==> config.mk <==
export PLATFORM = sky130hd
export DESIGN_NAME = wdog_top
export DESIGN_NICKNAME = d
export VERILOG_FILES = /design/src/verilog/wdog_pkg.sv /design/src/verilog/wdog_top.sv /design/src/verilog/clk_tick_sync.sv
export VERILOG_INCLUDE_DIRS = /design/src /design/src/verilog
export SDC_FILE = /design/constraint.sdc
export NUM_CORES = 1
export LEC_CHECK = 0
export ABC_AREA = 1
export BUFFER_PORTS_ARGS = -buffer_cell sky130_fd_sc_hd__buf_2
export CORE_MARGIN = 3
export CORE_UTILIZATION = 56
export DETAILED_ROUTE_END_ITERATION = 10
export GPL_TIMING_DRIVEN = 0
export HOLD_SLACK_MARGIN = 0.15
export PLACE_DENSITY = 0.81
export SETUP_SLACK_MARGIN = 0.5
export SYNTH_ARGS = -nofsm -noshare
export SYNTH_HDL_FRONTEND = slang
export SYNTH_HIERARCHICAL = 1
export SYNTH_SLANG_ARGS = --single-unit
==> constraint.sdc <==
create_clock -name pclk -period 2.4 [get_ports pclk]
set_clock_uncertainty 0.2 [all_clocks]
set_input_delay 0.36 -clock pclk [delete_from_list [all_inputs] [get_ports pclk]]
set_output_delay 0.36 -clock pclk [all_outputs]
set_load 0.02 [all_outputs]
==> src/verilog/wdog_regs.svh <==
`ifndef WDOG_REGS_SVH
`define WDOG_REGS_SVH

// register byte offsets
`define WD_CTRL_OFS      8'h00
`define WD_SERVICE_OFS   8'h04
`define WD_TIMEOUT_OFS   8'h08
`define WD_STATUS_OFS    8'h0C
`define WD_INT_STAT_OFS  8'h10
`define WD_INT_MASK_OFS  8'h14

// control field positions
`define WD_CTRL_EN       0
`define WD_CTRL_OSC_SEL  1
`define WD_CTRL_AUT_SEL  2
`define WD_CTRL_AUT_DIS  3
`define WD_CTRL_PSTOP    4
`define WD_CTRL_PS_RUN   5
`define WD_CTRL_OSC_EN   6
`define WD_CTRL_W        7

// status field positions
`define WD_ST_OSC_UP     16
`define WD_ST_IN_STOP    17
`define WD_ST_RST_REQ    18
`define WD_ST_SYNCING    19

// interrupt bits
`define WD_INT_TIMEOUT   0
`define WD_INT_STOP_IN   1
`define WD_INT_STOP_OUT  2
`define WD_INT_W         3

// reset values and constants
`define WD_CTRL_RST      7'h00
`define WD_TIMEOUT_RST   16'h0FFF
`define WD_MASK_RST      3'h0
`define WD_SVC_KEY       8'hA5
`define WD_SYNC_ACLK     2'h2
`define WD_CNT_W         16

`endif

==> src/verilog/wdog_pkg.sv <==
package wdog_pkg;

  // stop sequencing, gray coded along run-enter-stop-exit
  typedef enum logic [1:0] {
    ST_RUN   = 2'h0,
    ST_ENTER = 2'h1,
    ST_STOP  = 2'h3,
    ST_EXIT  = 2'h2
  } stop_state_t;

endpackage

==> src/verilog/wdog_top.sv <==
// Functional notes
// counter reaching timeout without service raises the watchdog reset request
// counter clock picked from autonomous, internal rc or oscillator clock
// autonomous clock stopped in stop: two cycles sync on entry and exit
// that latency applies for both full and pseudo stop
// software should not re-request stop within two autonomous cycles of exit
// autonomous select: run in stop if disable bit 0, static if 1
// otherwise run in stop only with pseudo, pseudo-run, osc sel, osc en, osc up
// all other non-autonomous setups hold the counter static in stop
// full stop disables external oscillator and clock monitor
// outside stop the counter advances each selected clock tick
//
// Design decisions made here: the address map and the APB slave port.
`timescale 1ns/1ps
`include "wdog_regs.svh"

module wdog_top (
  // apb slave
  input  wire logic        pclk,
  input  wire logic        presetn,
  input  wire logic        psel,
  input  wire logic        penable,
  input  wire logic        pwrite,
  input  wire logic [7:0]  paddr,
  input  wire logic [31:0] pwdata,
  output logic [31:0]      prdata,
  output logic             pready,
  output logic             pslverr,
  // clock sources, foreign domains
  input  wire logic        autonomous_clock,
  input  wire logic        internal_rc_clock,
  input  wire logic        oscillator_clock,
  input  wire logic        oscillator_up_flag,
  // power mode
  input  wire logic        stop_req,
  output logic             in_stop,
  // outputs to the system
  output logic             wdog_reset_req,
  output logic             oscillator_run,
  output logic             clock_monitor_en,
  output logic             irq
);

  // stop-mode counting condition for the non-autonomous sources
  function automatic logic stop_run_f(input logic [`WD_CTRL_W-1:0] c, input logic up);
    stop_run_f = c[`WD_CTRL_PSTOP] & c[`WD_CTRL_PS_RUN] & c[`WD_CTRL_OSC_SEL] &
                 c[`WD_CTRL_OSC_EN] & up;
  endfunction

  logic [`WD_CTRL_W-1:0]  ctrl_r;
  logic [`WD_CNT_W-1:0]   tmo_r;
  logic [`WD_CNT_W-1:0]   count_r;
  logic [`WD_CNT_W-1:0]   count_nxt;
  logic [`WD_INT_W-1:0]   ist_r;
  logic [`WD_INT_W-1:0]   imask_r;
  logic [`WD_INT_W-1:0]   ist_nxt;
  logic [1:0]             sync_r;
  logic [1:0]             sync_nxt;
  logic                   rst_req_r;
  logic                   osc_run_r;
  logic                   mon_en_r;
  logic [31:0]            prdata_r;
  wdog_pkg::stop_state_t  state_r;
  wdog_pkg::stop_state_t  state_nxt;

  wire aclk_tick;
  wire irc_tick;
  wire osc_tick;
  wire osc_up;

  // one synchroniser per foreign source
  clk_tick_sync u_aclk (
    .pclk    (pclk),
    .presetn (presetn),
    .din     (autonomous_clock),
    .lvl     (),
    .rise    (aclk_tick)
  );

  clk_tick_sync u_irc (
    .pclk    (pclk),
    .presetn (presetn),
    .din     (internal_rc_clock),
    .lvl     (),
    .rise    (irc_tick)
  );

  clk_tick_sync u_osc (
    .pclk    (pclk),
    .presetn (presetn),
    .din     (oscillator_clock),
    .lvl     (),
    .rise    (osc_tick)
  );

  clk_tick_sync u_up (
    .pclk    (pclk),
    .presetn (presetn),
    .din     (oscillator_up_flag),
    .lvl     (osc_up),
    .rise    ()
  );

  // configuration decode
  wire en       = ctrl_r[`WD_CTRL_EN];
  wire aut_sel  = ctrl_r[`WD_CTRL_AUT_SEL];
  wire aut_dis  = ctrl_r[`WD_CTRL_AUT_DIS];
  wire pstop    = ctrl_r[`WD_CTRL_PSTOP];
  wire lat_mode = aut_sel & aut_dis;
  wire full_nxt = (state_nxt == wdog_pkg::ST_STOP) & ~pstop;

  // source mux; the oscillator only ticks while it is enabled and running
  wire osc_ok   = osc_tick & osc_run_r & osc_up;
  wire sel_tick = aut_sel ? aclk_tick : (ctrl_r[`WD_CTRL_OSC_SEL] ? osc_ok : irc_tick);
  wire stop_run = aut_sel ? ~aut_dis : stop_run_f(ctrl_r, osc_up);

  // counter advance and timeout
  wire stopped  = (state_r == wdog_pkg::ST_STOP);
  wire adv      = en & ~rst_req_r & sel_tick & (~stopped | stop_run);
  wire hit      = adv & (count_r == tmo_r);

  // apb decode
  wire setup    = psel & ~penable;
  wire acc      = psel & penable;
  wire wr       = acc & pwrite;
  wire rd       = acc & ~pwrite;
  wire a_ctrl   = (paddr == `WD_CTRL_OFS);
  wire a_svc    = (paddr == `WD_SERVICE_OFS);
  wire a_tmo    = (paddr == `WD_TIMEOUT_OFS);
  wire a_stat   = (paddr == `WD_STATUS_OFS);
  wire a_ist    = (paddr == `WD_INT_STAT_OFS);
  wire a_imsk   = (paddr == `WD_INT_MASK_OFS);
  wire mapped   = a_ctrl | a_svc | a_tmo | a_stat | a_ist | a_imsk;
  wire service  = wr & a_svc & (pwdata[7:0] == `WD_SVC_KEY);

  assign pready  = 1'b1;
  assign pslverr = acc & ~mapped;
  assign prdata  = prdata_r;

  // read mux, sampled in the setup cycle so prdata comes from a flop
  wire [31:0] status_w = {12'h000, (state_r == wdog_pkg::ST_ENTER) | (state_r == wdog_pkg::ST_EXIT),
                          rst_req_r, stopped, osc_up, count_r};
  wire [31:0] rd_mux =
    a_ctrl ? {25'h0000000, ctrl_r} :
    a_tmo  ? {16'h0000, tmo_r} :
    a_stat ? status_w :
    a_ist  ? {29'h00000000, ist_r} :
    a_imsk ? {29'h00000000, imask_r} : 32'h00000000;

  // stop sequencer; the sync steps exist only when aclk halts in stop
  always_comb begin
    state_nxt = state_r;
    sync_nxt  = sync_r;
    case (state_r)
      wdog_pkg::ST_RUN: begin
        sync_nxt = 2'h0;
        if (stop_req) begin
          state_nxt = lat_mode ? wdog_pkg::ST_ENTER : wdog_pkg::ST_STOP;
        end
      end
      wdog_pkg::ST_ENTER: begin
        if (aclk_tick) begin
          sync_nxt = sync_r + 2'h1;
          if (sync_r + 2'h1 == `WD_SYNC_ACLK) begin
            state_nxt = wdog_pkg::ST_STOP;
            sync_nxt  = 2'h0;
          end
        end
      end
      wdog_pkg::ST_STOP: begin
        sync_nxt = 2'h0;
        if (!stop_req) begin
          state_nxt = lat_mode ? wdog_pkg::ST_EXIT : wdog_pkg::ST_RUN;
        end
      end
      wdog_pkg::ST_EXIT: begin
        // a new stop request waits here until the exit sync ends
        if (aclk_tick) begin
          sync_nxt = sync_r + 2'h1;
          if (sync_r + 2'h1 == `WD_SYNC_ACLK) begin
            state_nxt = wdog_pkg::ST_RUN;
            sync_nxt  = 2'h0;
          end
        end
      end
      default: begin
        state_nxt = wdog_pkg::ST_RUN;
        sync_nxt  = 2'h0;
      end
    endcase
  end

  // events; a set beats the read clear in the same cycle
  wire ev_in  = (state_nxt == wdog_pkg::ST_STOP) & ~stopped;
  wire ev_out = (state_nxt == wdog_pkg::ST_RUN) & (state_r != wdog_pkg::ST_RUN);
  wire [`WD_INT_W-1:0] ev_set = {ev_out, ev_in, hit};
  wire [`WD_INT_W-1:0] ev_clr = (rd & a_ist) ? prdata_r[`WD_INT_W-1:0] : 3'h0;
  assign ist_nxt   = (ist_r & ~ev_clr) | ev_set;

  // counter next value; service restarts it and drops the reset request
  assign count_nxt = service ? 16'h0000 : (adv & ~hit) ? count_r + 16'h0001 : count_r;

  // state and counter flops
  always_ff @(posedge pclk or negedge presetn) begin
    if (!presetn) begin
      state_r <= wdog_pkg::ST_RUN;
      sync_r  <= 2'h0;
      count_r <= 16'h0000;
      ist_r   <= 3'h0;
    end else begin
      state_r <= state_nxt;
      sync_r  <= sync_nxt;
      count_r <= count_nxt;
      ist_r   <= ist_nxt;
    end
  end

  // reset request holds until serviced
  always_ff @(posedge pclk or negedge presetn) begin
    if (!presetn) begin
      rst_req_r <= 1'b0;
    end else if (hit) begin
      rst_req_r <= 1'b1;
    end else if (service) begin
      rst_req_r <= 1'b0;
    end
  end

  // oscillator and clock monitor are off through full stop
  always_ff @(posedge pclk or negedge presetn) begin
    if (!presetn) begin
      osc_run_r <= 1'b0;
      mon_en_r  <= 1'b0;
    end else begin
      osc_run_r <= ctrl_r[`WD_CTRL_OSC_EN] & ~full_nxt;
      mon_en_r  <= ~full_nxt;
    end
  end

  // software registers
  always_ff @(posedge pclk or negedge presetn) begin
    if (!presetn) begin
      ctrl_r   <= `WD_CTRL_RST;
      tmo_r    <= `WD_TIMEOUT_RST;
      imask_r  <= `WD_MASK_RST;
      prdata_r <= 32'h00000000;
    end else begin
      if (wr & a_ctrl) begin
        ctrl_r <= pwdata[`WD_CTRL_W-1:0];
      end
      if (wr & a_tmo) begin
        tmo_r <= pwdata[`WD_CNT_W-1:0];
      end
      if (wr & a_imsk) begin
        imask_r <= pwdata[`WD_INT_W-1:0];
      end
      if (setup) begin
        prdata_r <= rd_mux;
      end
    end
  end

  assign wdog_reset_req   = rst_req_r;
  assign oscillator_run   = osc_run_r;
  assign clock_monitor_en = mon_en_r;
  assign in_stop          = stopped;
  assign irq              = |(ist_r & imask_r);

  // checks
  AST_TIMEOUT_RESET: assert property (@(posedge pclk) disable iff (!presetn)
    hit |=> wdog_reset_req && ist_r[`WD_INT_TIMEOUT])
    else $error("timeout did not raise reset request");

  AST_SRC_AUT: assert property (@(posedge pclk) disable iff (!presetn)
    (en && aut_sel && !rst_req_r && !stopped && !service && aclk_tick && count_r != tmo_r)
      |=> count_r == $past(count_r) + 16'h0001)
    else $error("autonomous tick did not advance counter");

  AST_ENTRY_LAT: assert property (@(posedge pclk) disable iff (!presetn)
    (state_r == wdog_pkg::ST_RUN && stop_req && lat_mode) |=> !in_stop [*2])
    else $error("stop entered without sync latency");

  AST_EXIT_LAT: assert property (@(posedge pclk) disable iff (!presetn)
    (state_r == wdog_pkg::ST_EXIT && !(aclk_tick && sync_r == 2'h1))
      |=> state_r != wdog_pkg::ST_RUN)
    else $error("stop exit left sync early");

  AST_LAT_BOTH_MODES: assert property (@(posedge pclk) disable iff (!presetn)
    (state_r == wdog_pkg::ST_RUN && stop_req && lat_mode) |=> state_r == wdog_pkg::ST_ENTER)
    else $error("latency skipped for a stop flavour");

  AST_AUT_STATIC: assert property (@(posedge pclk) disable iff (!presetn)
    (stopped && lat_mode && !service) |=> $stable(count_r))
    else $error("counter moved in stop with autonomous clock disabled");

  AST_OSC_STOP_RUN: assert property (@(posedge pclk) disable iff (!presetn)
    (stopped && en && !aut_sel && stop_run_f(ctrl_r, osc_up) && osc_ok && !rst_req_r
     && !service && count_r != tmo_r) |=> count_r == $past(count_r) + 16'h0001)
    else $error("oscillator counter static in pseudo stop");

  AST_NONAUT_STATIC: assert property (@(posedge pclk) disable iff (!presetn)
    (stopped && !aut_sel && !stop_run_f(ctrl_r, osc_up) && !service) |=> $stable(count_r))
    else $error("counter moved in static stop configuration");

  AST_FULL_STOP_OFF: assert property (@(posedge pclk) disable iff (!presetn)
    (in_stop && !pstop && $stable(in_stop)) |-> !oscillator_run && !clock_monitor_en)
    else $error("oscillator or monitor alive in full stop");

  AST_RUN_ADVANCE: assert property (@(posedge pclk) disable iff (!presetn)
    (!stopped && en && sel_tick && !rst_req_r && !service && count_r != tmo_r)
      |=> count_r == $past(count_r) + 16'h0001)
    else $error("counter missed a tick in run");

  // request and count both freeze until software services the watchdog
  AST_REQ_HOLD: assert property (@(posedge pclk) disable iff (!presetn)
    (rst_req_r && !service) |=> wdog_reset_req)
    else $error("reset request dropped without service");

  AST_CNT_FROZEN: assert property (@(posedge pclk) disable iff (!presetn)
    (rst_req_r && !service) |=> $stable(count_r))
    else $error("counter moved while reset request pending");

  AST_SYNC_START: assert property (@(posedge pclk) disable iff (!presetn)
    (state_r == wdog_pkg::ST_ENTER && $past(state_r) == wdog_pkg::ST_RUN) |-> sync_r == 2'h0)
    else $error("entry sync started part way");

  AST_MON_BACK: assert property (@(posedge pclk) disable iff (!presetn)
    !full_nxt |=> clock_monitor_en)
    else $error("clock monitor off outside full stop");

  AST_OSC_FOLLOWS: assert property (@(posedge pclk) disable iff (!presetn)
    !full_nxt |=> oscillator_run == $past(ctrl_r[`WD_CTRL_OSC_EN]))
    else $error("oscillator run does not follow its enable");

  COV_TIMEOUT: cover property (@(posedge pclk) disable iff (!presetn) hit);
  COV_LAT_CYCLE: cover property (@(posedge pclk) disable iff (!presetn)
    state_r == wdog_pkg::ST_EXIT ##1 state_r == wdog_pkg::ST_RUN);
  COV_OSC_STOP: cover property (@(posedge pclk) disable iff (!presetn)
    stopped && stop_run && adv);
  COV_LAT_ENTRY: cover property (@(posedge pclk) disable iff (!presetn)
    state_r == wdog_pkg::ST_ENTER ##1 state_r == wdog_pkg::ST_STOP);
  COV_SERVICE_CLR: cover property (@(posedge pclk) disable iff (!presetn)
    rst_req_r && service);

endmodule

==> src/verilog/clk_tick_sync.sv <==
`timescale 1ns/1ps

module clk_tick_sync (
  // system
  input  wire logic pclk,
  input  wire logic presetn,
  // foreign level
  input  wire logic din,
  // synchronised outputs
  output logic      lvl,
  output logic      rise
);

  logic meta_r;
  logic sync_r;
  logic last_r;

  // two flops, then an edge register; meta_r feeds sync_r only
  always_ff @(posedge pclk or negedge presetn) begin
    if (!presetn) begin
      meta_r <= 1'b0;
      sync_r <= 1'b0;
      last_r <= 1'b0;
    end else begin
      meta_r <= din;
      sync_r <= meta_r;
      last_r <= sync_r;
    end
  end

  // source clock must stay below pclk/2 or edges are lost
  assign lvl  = sync_r;
  assign rise = sync_r & ~last_r;

endmodule

==> impl_metrics.env <==
export IMPL_p_leak_uw=0.00283
export IMPL_path_cells="ha_4 > inv_4 > nand3_2 > nand2_2 > nand2_2 > a21oi_4 > buf_12 > nand2_8 > buf_8 > nand3_1 > nand2_1"
export IMPL_netSwitchingFraction_pct=31.7
export IMPL_power_density_mw_per_mm2=536
export IMPL_n_antenna_cell=0
export IMPL_dieArea_sq_mm=0.00920
export IMPL_wl_met3_microns=882
export IMPL_io_buffers=59
export IMPL_cpMostUsedCell="nand2_2"
export IMPL_ir_drop_v=0.000298
export IMPL_drv_cap=0
export IMPL_crit_path_start_kind="flip-flop"
export IMPL_nNetsFinal=773
export IMPL_antenna_found_initial=0
export IMPL_cts_tree="yes"
export IMPL_clockBufferDepth=2
export IMPL_rows=32
export IMPL_gr_usage_all_layers_pct=27.3
export IMPL_die_y_microns=95.9
export IMPL_setup_viol_count_final=0
export IMPL_drt_pass1_iterations=5
export IMPL_gp_congestion=0.910
export IMPL_worstPathMaxFanout=7
export IMPL_synth_warning_count=6
export IMPL_grt_overflow=0
export IMPL_coreArea_sq_mm=0.00777
export IMPL_syn2layout_area_growth_pct=24.8
export IMPL_power_switching_uw=959
export IMPL_fmax_mhz=521
export IMPL_hold_path_class="flip-flop to flip-flop"
export IMPL_p_clk_share_pct=30.9
export IMPL_numCtsBuffers=9
export IMPL_cts_clk_slew_worst_paths_ns=0.09
export IMPL_top_layer_used="met4"
export IMPL_route_detailed_drc=0
export IMPL_route_met2_wl_mm=5.81
export IMPL_crit_required_ns=2.45
export IMPL_cpPeakStageDelay_ns=0.45
export IMPL_multiInputGateArea_sq_mm=0.00207
export IMPL_slew_headroom_pct=59.1
export IMPL_dpl_instance_area_sq_mm=0.00502
export IMPL_grt_max_degree=46
export IMPL_routedWlPerCell_microns=14.7
export IMPL_tightest_slew_ns=0.613
export IMPL_rr_startpoint="state_r[1]$_DFF_PN0_"
export IMPL_hold_viol_final=0
export IMPL_status="finished clean"
export IMPL_netlist_area_sq_mm=0.00453
export IMPL_final_util_pct=72.7
export IMPL_postSynthCellCount=600
export IMPL_p_int_uw=2070
export IMPL_clock_root_buffer="clkbuf_8"
export IMPL_insertion_delay_ns=0.36
export IMPL_vias=4468
export IMPL_crit_path_top_delay_cell="dfrtp_1"
export IMPL_rsz0062_at_grt="true"
export IMPL_routed_wl_mm=12.1
export IMPL_p_seq_share_pct=49.3
export IMPL_dp_hpwl_mm=8.39
export IMPL_ff_latch_area_sq_mm=0.00210
export IMPL_worstHoldStart="u_aclk/meta_r$_DFF_PN0_"
export IMPL_combPwrFrac_pct=19.8
export IMPL_grt_pass1_wl_mm=19.3
export IMPL_grt_pass1_vias=4147
export IMPL_crit_path_end_kind="flip-flop"
export IMPL_detail_route_wirelength_met1_mm=5.13
export IMPL_h_tree_depth=3
export IMPL_critical_path_class="flip-flop to flip-flop"
export IMPL_drt_iter0_drc=417
export IMPL_avgSynthCellArea_sq_um=7.54
export IMPL_viasPerCell=5.42
export IMPL_clock_sinks=83
export IMPL_drtAntennaViolNets=0
export IMPL_fill_cells=602
export IMPL_io_pins=89
export IMPL_fin_crit_ns=1.92
export IMPL_drive_above_1_share_pct=24.1
export IMPL_tns_ns=0
export IMPL_initial_core_util_pct=58.3
export IMPL_cp_startpoint="state_r[1]$_DFF_PN0_"
export IMPL_final_cell_area_sq_mm=0.00565
export IMPL_period_share_pct=79.9
export IMPL_maxSlewViolCount=0
export IMPL_worstPathArrival_ns=1.97
export IMPL_die_w_microns=95.9
-- path summary, 6_finish.rpt --
| kind | slack [ns] | end | depth (start not counted) |
|---|---|---|---|
| setup / recovery | 0.48 | count_r[10]$_DFFE_PN0P_ | 11 |
| hold / removal | 0.16 | u_aclk/lvl$_DFF_PN0_ | 0 |
| setup reg to reg | 0.48 | count_r[10]$_DFFE_PN0P_ | 11 |
| hold reg to reg | 0.16 | u_aclk/lvl$_DFF_PN0_ | 0 |
| max in group asynchronous | 1.03 | tmo_r[2]$_DFFE_PN1P_ | 3 |
| min in group asynchronous | 0.32 | prdata[12]$_DFFE_PN0P_ | 2 |
-- power groups by stage --
stage          sequential, uW  combinational [uW]  clock, uW
6_report                 1490                 600        935
5_1_grt                  1500                 669       1010
4_1_cts                  1480                 499        947
3_5_place_dp             1510                 450          0
3_3_place_gp             1510                 424          0
2_1_floorplan            1510                 292          0
-- flip-flops by register name, indices dropped and copies added, names as in the netlist, 2 cells and up --
signal / flops
sync_r: 2
ctrl_r: 7
state_r: 2
ist_r: 3
tmo_r: 16
imask_r: 3
prdata: 20
count_r: 16
-- per-layer routing --
metal | global-route usage, % | vias up
li1 | - | 2129
met1 | 36.1 | 2071
met2 | 45.4 | 229
met3 | 4.46 | 39
met4 | 9.95 | 0
met5 | 0 | -
-- worst max-delay path: cells and delay by family (launching register included) --
family / cells / cell delay, ns
AND/OR/NAND/NOR: 6 / 0.42
buffers and inverters: 3 / 0.36
AO/OA/AOI/OAI: 1 / 0.17
adder cells (fa/ha/maj): 1 / 0.21
flip-flops: 1 / 0.45
-- timing repair --
item,4_1_cts,5_1_grt
setup buffers,4,10
gates cloned,0,1
endpoints found under the hold margin,68,0
hold buffers,21,0
resized for setup,0,33
pin swaps,1,11
endpoints found under the setup margin,18,20
-- cell type report --
type	count	area share [%]
Sequential cell	83	37.2
Multi-Input combinational cell	419	36.7
Timing Repair Buffer	96	12.0
Inverter	81	5.43
Buffer	28	3.32
Clock buffer	10	2.26
Tap cell	102	2.26
Clock inverter	6	0.886
-- per-stage QoR --
| step | hold WS, ns | power [uW] | worst slack (ns) | std cells |
|---|---|---|---|---|
| floorplan | -0.136 | 1810 | 0.537 | 611 |
| global placement | 0.132 | 1930 | 0.170 | 772 |
| detailed placement | 0.137 | 1960 | 0.328 | 773 |
| global route | 0.165 | 3180 | 0.371 | 825 |
| CTS | 0.153 | 2930 | 0.503 | 814 |
| finish | 0.156 | 3030 | 0.482 | 825 |
-- layout by cell type, fill, tap and decap left out, types with 2 or more instances in the layout --
cell	instances
ha_1	3
inv_2	7
nor3_1	4
clkbuf_8	9
nand3_1	28
buf_2	61
clkinv_4	2
dfrtp_2	5
clkbuf_1	8
conb_1	13
o21ai_1	17
inv_1	73
nand3_2	7
nor2_4	3
dfrtp_1	66
a22o_1	2
nor2_2	13
o211ai_1	10
nand2_2	7
dlygate4sd3_1	21
o21ai_0	27
nand4_1	24
nand2_1	175
dfstp_2	12
xor2_1	7
nor2_1	53
buf_4	30
a21oi_1	17
Power figures use the tool's default switching activity.
